### config.mk
export PLATFORM = sky130hd
export DESIGN_NAME = tocc_top
export DESIGN_NICKNAME = d
export VERILOG_FILES = /design/src/rtl/tocc_pkg.sv /design/src/rtl/tocc_cfg_if.sv /design/src/rtl/tocc_regs.sv /design/src/rtl/tocc_pin.sv /design/src/rtl/tocc_top.sv
export VERILOG_INCLUDE_DIRS = /design/src /design/src/rtl
export SDC_FILE = /design/constraint.sdc
export NUM_CORES = 1
export LEC_CHECK = 0
export ABC_CLOCK_PERIOD_IN_PS = 4400
export BUFFER_PORTS_ARGS = -buffer_cell sky130_fd_sc_hd__buf_2
export CELL_PAD_IN_SITES_DETAIL_PLACEMENT = 1
export CELL_PAD_IN_SITES_GLOBAL_PLACEMENT = 2
export CORE_UTILIZATION = 37
export DETAILED_ROUTE_END_ITERATION = 12
export PLACE_DENSITY = 0.81
export SLEW_MARGIN = 25
export SYNTH_ARGS = -nofsm -noshare
export SYNTH_HDL_FRONTEND = slang
export SYNTH_SLANG_ARGS = --single-unit
### constraint.sdc
create_clock -name mclk -period 4.4 [get_ports mclk]
set_input_delay 1.32 -clock mclk [delete_from_list [all_inputs] [get_ports mclk]]
set_output_delay 1.32 -clock mclk [all_outputs]
set_load 0.02 [all_outputs]
### src/rtl/tocc_map.svh
// register offsets, field positions and reset values of the compare channels
// assumes an 8-bit special function register space addressed by byte
`ifndef TOCC_MAP_SVH
`define TOCC_MAP_SVH

`define TOCC_OFF_CH0_CTRL     8'hCC
`define TOCC_OFF_CH0_LEVEL    8'hCD
`define TOCC_OFF_CH1_CTRL     8'hCE
`define TOCC_OFF_CH1_LEVEL    8'hCF
`define TOCC_OFF_SIB_COUNT    8'hEA

`define TOCC_CTRL_IM_BIT      6
`define TOCC_CTRL_ACT_HI      5
`define TOCC_CTRL_ACT_LO      3
`define TOCC_CTRL_EN_BIT      2
`define TOCC_CTRL_RSV_HI      1
`define TOCC_CTRL_RSV_LO      0
`define TOCC_CTRL_WMASK       8'h7F

`define TOCC_CTRL_RESET       8'h40
`define TOCC_LEVEL_RESET      8'h00
`define TOCC_RDATA_RESET      8'h00
`define TOCC_COUNT_ZERO       8'h00
`define TOCC_COUNT_TOP        8'hFF

`endif

### src/rtl/tocc_pkg.sv
// types shared by the compare channel modules
// assumes nothing beyond the map header
package tocc_pkg;

  typedef enum logic [2:0] {
    TOCC_ACT_SET      = 3'h0,
    TOCC_ACT_CLR      = 3'h1,
    TOCC_ACT_TOG      = 3'h2,
    TOCC_ACT_SET_UP   = 3'h3,
    TOCC_ACT_CLR_UP   = 3'h4,
    TOCC_ACT_SET_ALT  = 3'h5,
    TOCC_ACT_CLR_ALT  = 3'h6,
    TOCC_ACT_NONE     = 3'h7
  } tocc_action_t;

  typedef enum logic [1:0] {
    TOCC_MODE_FREE    = 2'h0,
    TOCC_MODE_DOWN    = 2'h1,
    TOCC_MODE_MODULO  = 2'h2,
    TOCC_MODE_UPDOWN  = 2'h3
  } tocc_count_mode_t;

  typedef enum logic [1:0] {
    TOCC_PIN_KEEP     = 2'h0,
    TOCC_PIN_SET      = 2'h1,
    TOCC_PIN_CLR      = 2'h2,
    TOCC_PIN_TOG      = 2'h3
  } tocc_pin_op_t;

endpackage

### src/rtl/tocc_cfg_if.sv
// configuration carried from the register file to the compare core
// assumes one clock domain, both ends on mclk
`timescale 1ns/1ps
interface tocc_cfg_if;
  import tocc_pkg::*;
  tocc_action_t action [2];
  logic [1:0]   cmp_en;
  logic [1:0]   irq_mask;
  logic [7:0]   level0;
  logic [7:0]   level1;
  logic         level0_wr;

  modport regs (output action, output cmp_en, output irq_mask, output level0, output level1, output level0_wr);
  modport core (input action, input cmp_en, input irq_mask, input level0, input level1, input level0_wr);
endinterface

### src/rtl/tocc_regs.sv
// control and compare level registers of both channels
// assumes single-cycle write strobes from the cpu on mclk
`timescale 1ns/1ps
`include "tocc_map.svh"
module tocc_regs
  import tocc_pkg::*;
(
  // clock and reset
  input  wire logic       mclk,
  input  wire logic       reset_n,
  // cpu write side
  input  wire logic [7:0] sfr_addr,
  input  wire logic       sfr_wr,
  input  wire logic [7:0] sfr_wdata,
  // read back
  output logic      [7:0] ctrl0_rd,
  output logic      [7:0] ctrl1_rd,
  // to the core
  tocc_cfg_if.regs        cfg
);

  logic [7:0] ctrl_q [2];
  logic [7:0] level_q [2];

  // bit 7 is held at zero and ignores writes
  genvar g;
  generate
    for (g = 0; g < 2; g++) begin : g_ch
      localparam logic [7:0] CTRL_OFF  = (g == 0) ? `TOCC_OFF_CH0_CTRL : `TOCC_OFF_CH1_CTRL;
      localparam logic [7:0] LEVEL_OFF = (g == 0) ? `TOCC_OFF_CH0_LEVEL : `TOCC_OFF_CH1_LEVEL;
      always_ff @(posedge mclk or negedge reset_n) begin
        if (!reset_n) begin
          ctrl_q[g] <= `TOCC_CTRL_RESET;
        end else if (sfr_wr && sfr_addr == CTRL_OFF) begin
          ctrl_q[g] <= sfr_wdata & `TOCC_CTRL_WMASK;
        end
      end
      always_ff @(posedge mclk or negedge reset_n) begin
        if (!reset_n) begin
          level_q[g] <= `TOCC_LEVEL_RESET;
        end else if (sfr_wr && sfr_addr == LEVEL_OFF) begin
          level_q[g] <= sfr_wdata;
        end
      end
      assign cfg.action[g]   = tocc_action_t'(ctrl_q[g][`TOCC_CTRL_ACT_HI:`TOCC_CTRL_ACT_LO]);
      assign cfg.cmp_en[g]   = ctrl_q[g][`TOCC_CTRL_EN_BIT];
      assign cfg.irq_mask[g] = ctrl_q[g][`TOCC_CTRL_IM_BIT];
    end
  endgenerate

  assign cfg.level0    = level_q[0];
  assign cfg.level1    = level_q[1];
  assign cfg.level0_wr = sfr_wr && sfr_addr == `TOCC_OFF_CH0_LEVEL;
  assign ctrl0_rd      = ctrl_q[0];
  assign ctrl1_rd      = ctrl_q[1];

endmodule

### src/rtl/tocc_pin.sv
// one compare output pin: applies a pin operation on a clock edge
// assumes the operation is decided by the core in the same cycle
`timescale 1ns/1ps
module tocc_pin
  import tocc_pkg::*;
(
  // clock and reset
  input  wire logic         mclk,
  input  wire logic         reset_n,
  // operation
  input  wire tocc_pin_op_t op,
  // pin
  output logic              pin_q
);

  // a flop drives the pin so each change is a single clean edge
  always_ff @(posedge mclk or negedge reset_n) begin
    if (!reset_n) begin
      pin_q <= 1'h0;
    end else begin
      unique case (op)
        TOCC_PIN_KEEP: pin_q <= pin_q;
        TOCC_PIN_SET:  pin_q <= 1'h1;
        TOCC_PIN_CLR:  pin_q <= 1'h0;
        TOCC_PIN_TOG:  pin_q <= ~pin_q;
      endcase
    end
  end

endmodule

### src/rtl/tocc_top.sv
// top of the two compare channels with their cpu register port
// assumes count_byte, count_upd, count_down and count_mode come from the
// timer core on mclk, and sib_count from the sibling timer on mclk
`timescale 1ns/1ps
`include "tocc_map.svh"
module tocc_top
  import tocc_pkg::*;
(
  // clock and reset
  input  wire logic       mclk,
  input  wire logic       reset_n,
  // cpu register port
  input  wire logic [7:0] sfr_addr,
  input  wire logic       sfr_wr,
  input  wire logic [7:0] sfr_wdata,
  input  wire logic       sfr_rd,
  output logic      [7:0] sfr_rdata,
  // timer core
  input  wire logic [7:0] count_byte,
  input  wire logic       count_upd,
  input  wire logic       count_down,
  input  wire logic [1:0] count_mode,
  output logic      [7:0] terminal_level,
  // sibling timer
  input  wire logic [7:0] sib_count,
  // compare outputs
  output logic      [1:0] compare_out,
  output logic      [1:0] channel_match_flag,
  output logic      [1:0] chan_irq_req
);

  tocc_cfg_if cfg ();

  logic [7:0]   ctrl0_rd;
  logic [7:0]   ctrl1_rd;
  logic [7:0]   level0_act_q;
  logic         level0_pend_q;
  logic [7:0]   rdata_q;
  logic [1:0]   flag_q;
  logic [1:0]   irq_q;
  logic [1:0]   hit;
  logic         at_zero;
  logic         at_top;
  logic         at_level0;
  logic         updown;
  tocc_pin_op_t pin_op [2];

  tocc_regs u_regs (
    .mclk      (mclk),
    .reset_n   (reset_n),
    .sfr_addr  (sfr_addr),
    .sfr_wr    (sfr_wr),
    .sfr_wdata (sfr_wdata),
    .ctrl0_rd  (ctrl0_rd),
    .ctrl1_rd  (ctrl1_rd),
    .cfg       (cfg.regs)
  );

  // channel 0 level is double buffered: a write waits for count 0x00 so a
  // running period is never cut short; channel 1 uses its register directly
  always_ff @(posedge mclk or negedge reset_n) begin
    if (!reset_n) begin
      level0_pend_q <= 1'h0;
    end else if (cfg.level0_wr) begin
      level0_pend_q <= 1'h1;
    end else if (count_byte == `TOCC_COUNT_ZERO) begin
      level0_pend_q <= 1'h0;
    end
  end

  always_ff @(posedge mclk or negedge reset_n) begin
    if (!reset_n) begin
      level0_act_q <= `TOCC_LEVEL_RESET;
    end else if (level0_pend_q && count_byte == `TOCC_COUNT_ZERO) begin
      level0_act_q <= cfg.level0;
    end
  end

  assign terminal_level = level0_act_q;

  // events are sampled only when the counter has just taken a new value,
  // so a stopped timer never repeats a match
  assign at_zero   = count_upd && count_byte == `TOCC_COUNT_ZERO;
  assign at_top    = count_upd && count_byte == `TOCC_COUNT_TOP;
  assign at_level0 = count_upd && count_byte == level0_act_q;
  assign updown    = tocc_count_mode_t'(count_mode) == TOCC_MODE_UPDOWN;
  assign hit[0]    = cfg.cmp_en[0] && at_level0;
  assign hit[1]    = cfg.cmp_en[1] && count_upd && count_byte == cfg.level1;

  // decides the pin operation; a match takes priority over the second
  // event when both fall in the same count
  function automatic tocc_pin_op_t pin_decide(
    input tocc_action_t act,
    input logic         ch1,
    input logic         match,
    input logic         down,
    input logic         ud,
    input logic         zero,
    input logic         top,
    input logic         lvl0
  );
    tocc_pin_op_t op;
    op = TOCC_PIN_KEEP;
    unique case (act)
      TOCC_ACT_SET: begin
        if (match) op = TOCC_PIN_SET;
      end
      TOCC_ACT_CLR: begin
        if (match) op = TOCC_PIN_CLR;
      end
      TOCC_ACT_TOG: begin
        if (match) op = TOCC_PIN_TOG;
      end
      TOCC_ACT_SET_UP: begin
        if (ud) begin
          if (match) op = down ? TOCC_PIN_CLR : TOCC_PIN_SET;
        end else if (match) begin
          op = TOCC_PIN_SET;
        end else if (zero) begin
          op = TOCC_PIN_CLR;
        end
      end
      TOCC_ACT_CLR_UP: begin
        if (ud) begin
          if (match) op = down ? TOCC_PIN_SET : TOCC_PIN_CLR;
        end else if (match) begin
          op = TOCC_PIN_CLR;
        end else if (zero) begin
          op = TOCC_PIN_SET;
        end
      end
      TOCC_ACT_SET_ALT: begin
        if (match) begin
          op = TOCC_PIN_SET;
        end else if (ch1 ? lvl0 : top) begin
          op = TOCC_PIN_CLR;
        end
      end
      TOCC_ACT_CLR_ALT: begin
        if (match) begin
          op = TOCC_PIN_CLR;
        end else if (ch1 ? lvl0 : zero) begin
          op = TOCC_PIN_SET;
        end
      end
      TOCC_ACT_NONE: op = TOCC_PIN_KEEP;
    endcase
    return op;
  endfunction

  genvar g;
  generate
    for (g = 0; g < 2; g++) begin : g_ch
      // a disabled channel keeps its pin whatever the counter does
      always_comb begin
        if (!cfg.cmp_en[g]) begin
          pin_op[g] = TOCC_PIN_KEEP;
        end else begin
          pin_op[g] = pin_decide(cfg.action[g], g == 1, hit[g], count_down, updown,
                                 at_zero, at_top, at_level0);
        end
      end

      tocc_pin u_pin (
        .mclk    (mclk),
        .reset_n (reset_n),
        .op      (pin_op[g]),
        .pin_q   (compare_out[g])
      );

      // flag pulses on every enabled match; the request also needs the mask
      always_ff @(posedge mclk or negedge reset_n) begin
        if (!reset_n) begin
          flag_q[g] <= 1'h0;
        end else begin
          flag_q[g] <= hit[g];
        end
      end

      always_ff @(posedge mclk or negedge reset_n) begin
        if (!reset_n) begin
          irq_q[g] <= 1'h0;
        end else begin
          irq_q[g] <= hit[g] && cfg.irq_mask[g];
        end
      end
    end
  endgenerate

  assign channel_match_flag = flag_q;
  assign chan_irq_req       = irq_q;

  // read data is registered; unmapped addresses read as zero
  always_ff @(posedge mclk or negedge reset_n) begin
    if (!reset_n) begin
      rdata_q <= `TOCC_RDATA_RESET;
    end else if (sfr_rd) begin
      unique case (sfr_addr)
        `TOCC_OFF_CH0_CTRL:  rdata_q <= ctrl0_rd;
        `TOCC_OFF_CH0_LEVEL: rdata_q <= cfg.level0;
        `TOCC_OFF_CH1_CTRL:  rdata_q <= ctrl1_rd;
        `TOCC_OFF_CH1_LEVEL: rdata_q <= cfg.level1;
        `TOCC_OFF_SIB_COUNT: rdata_q <= sib_count;
        default:             rdata_q <= `TOCC_RDATA_RESET;
      endcase
    end
  end

  assign sfr_rdata = rdata_q;

endmodule

==> run metrics <==
Avg WL per Cell=18.9 um; hold_buf cts=0; worst-margin pin slew=0.673 ns; Crit Path Class=primary input to register; Initial Utilization=0.386; clock slew at reported path FFs=0.10 ns; postcts setup bufs=0; multiplexer share of the synthesized area=0.180; Mapped Avg Cell Area=11.0 um2; Synth async-reset ratio=1.00; total CTS buffers=5; Levels on crit path=6; Port Buffers=61; FP Rows=31; Setup Viol. Count Final=0; # DRC=0; drt total wl=7780 um; Buffers & Inverters on Critical Path=1; 1st-pass router iterations=5; Rel. slew slack=0.552; CP Capture Type=register; pin count of the biggest net entering global routing=29; CP Data Required Time=4.60 ns; EDFF count, synth=0; IO Count=62; Pwr Density=308 mW/mm2; worst-path cell chain=buf_2 -> nand4b_1 -> nor3b_1 -> and3_1 -> nand2_1 -> mux2_2; die area=0.00796 mm2; Worst Hold Class=register to register; Synth area leaders=dfrtp_1 (45%), mux2_2 (14%), xor2_1 (3.7%); adder-cell share of the synthesized area=0; Nets=352; Core Box Area=0.00729 mm2; Worst R2R Path Depth=6; slowest CP cell=nor3b_1; Iteration-0 DRC Markers=82; first-pass GRT wire length=12000 um; share of layout cells above drive strength 1=0.371; Worst-Skew Late Latency=0.32 ns; CTS Root Cell=clkbuf_8; number of warning messages in the yosys log=0; Worst setup endpoint=u_regs.cfg.level1[0]; Reg-to-Reg Start=u_regs.cfg.level1[1]; CP delay by family, top=simple AND/OR/NAND/NOR gates; P_leak=1.61 nW; VDD IR max=0.0000995 V; data arrival time of the worst path=3.14 ns; worst setup path startpoint=sfr_addr[4]; Clock Tree Buf Depth=2; Placed Cells=404; Sequential Area=0.00133 mm2; total grt overflow=0; Layout Cells excl Fill=412; post-CTS resize count=0; Critical R2R Capture=g_ch[1].u_pin.pin_q; area occupied by multi-input gates=0.00141 mm2; TritonCTS clock tree=done; H-Tree Depth=2; CP peak stage delay=0.49 ns; Synth Area in Compound Gates=0.109; count of final hold-check violations=0; flop2flop setup slack=2.27 ns; synthesized area=0.00282 mm2; Via-to-Cell Ratio=5.43; Synth area leader=dfrtp_1; ANT cells=0; critical path peak fanout=8; initial antenna violation count=0; Yosys cell types=49; FMAX=341 MHz; Tot GR Track Use=0.209; area grow syn2layout=17.9%; simple logic cell fraction of the synthesized area=0.162; maximum capacitance violations=0; post-route ant nets=0; Final TNS setup=0 ns; Die Ht=89.2 um; Fillers=841; largest family of logic cells by synthesized area=multiplexers; worst clock skew=0.0132 ns; total power=1.02 mW; Worst Setup Start Kind=primary input; via count=2236; area share of the largest cell type after synthesis=0.453; Final Slew Violations=0; vias in the first global route=2167; post-synth net total=296; Period minus WS final=2.93 ns; RSZ-0062 raised after global routing=false; Seq/Total Area, Yosys=0.472; period utilization=0.667; Post-Syn Instances=256; Post-Route Utilization=0.455; clk sinks=53; Die W=89.2 um; synthesized flop and latch total=53; Most used DFF post-synth=dfrtp_1; xor and xnor area share after synthesis=0.0498; DPL Wire Length=5990 um; GPL Wtd Cong=0.778; status=finished clean
layout by cell type (no fill, tap or decap), drive strengths merged, types with 5 or more instances in the layout:
cell	instances
a21oi	8
inv	5
and3	5
buf	64
xor2	12
dfrtp	51
mux2	37
nor2	13
a222oi	5
o21ai	12
nand2	20
clkbuf	5
nand3	9
mux2i	9
power by group:
group / switching (mW) / internal [mW] / total, mW
Sequential: 0.0263 / 0.511 / 0.538
Combinational: 0.0780 / 0.0541 / 0.132
Clock: 0.179 / 0.174 / 0.353
how the worst min path moves through the flow:
stage | startpoint | to | slack [ns] | cells after the start
detailed placement | g_ch[0].u_pin.pin_q | g_ch[0].u_pin.pin_q | 0.47 | 1
global placement | g_ch[0].u_pin.pin_q | g_ch[0].u_pin.pin_q | 0.46 | 1
global route | g_ch[0].u_pin.pin_q | g_ch[0].u_pin.pin_q | 0.52 | 1
CTS | g_ch[0].u_pin.pin_q | g_ch[0].u_pin.pin_q | 0.48 | 1
floorplan | level0_pend_q | level0_pend_q | 0.45 | 2
finish | g_ch[0].u_pin.pin_q | g_ch[0].u_pin.pin_q | 0.48 | 1
sequential cells by signal, indices dropped and copies added, names as in the netlist:
signal,cells
u_regs.ctrl0_rd,7
terminal_level,8
sfr_rdata,8
channel_match_flag,2
level0_pend_q,1
g_ch.u_pin.pin_q,2
u_regs.cfg.level0,8
chan_irq_req,2
u_regs.cfg.level1,8
u_regs.ctrl1_rd,7
kinds of logic after synthesis:
logic type | Yosys count
muxes | 46
buffers and inverters | 18
AOI/OAI and AO/OA | 45
xor gates and xnor gates | 16
and+or+nand+nor | 78
DFF | 53
layout make-up:
class,count,share of cell area
Clock buffer,5,0.0207
Sequential cell,53,0.400
Tap cell,99,0.0373
Inverter,3,0.00339
Multi-Input combinational cell,185,0.425
Timing Repair Buffer,64,0.0988
Clock inverter,3,0.0143
synth_stat cells (all sizes together) (2+ instances only):
cell    instances
nor2b           2
and2            3
inv             3
a311o           2
dfrtp          51
xnor2           4
a22oi           3
nor4            4
nor3b           2
dfstp           2
o21ai          12
buf             5
o22ai           3
a31oi           4
a21oi           8
nand3           9
nand2          20
and3            5
xor2           12
mux2i           9
a222oi          5
nand4           3
nor3            4
mux2           37
or3             2
nor2           13
and4            2
clkbuf         10
nand4b          4
per-stage QoR:
step                      hold WS (ns)  setup WS, ns  cell area, um2
after floorplan                  0.445          1.58            2820
final                            0.478          1.47            3320
after detailed placement         0.469          1.15            3200
after CTS                        0.483          1.48            3320
after global routing             0.517          1.30            3320
after global placement           0.463          1.24            3200
routing by layer:
metal  track usage  part of all wire  vias up
met5             0                 0        -
met4        0.0563             0.010        0
met3        0.0240             0.023        7
met2         0.331              0.46       38
met1         0.303              0.51     1126
li1              -                 -     1065
Note: power is estimated with default switching activity, not from simulation.
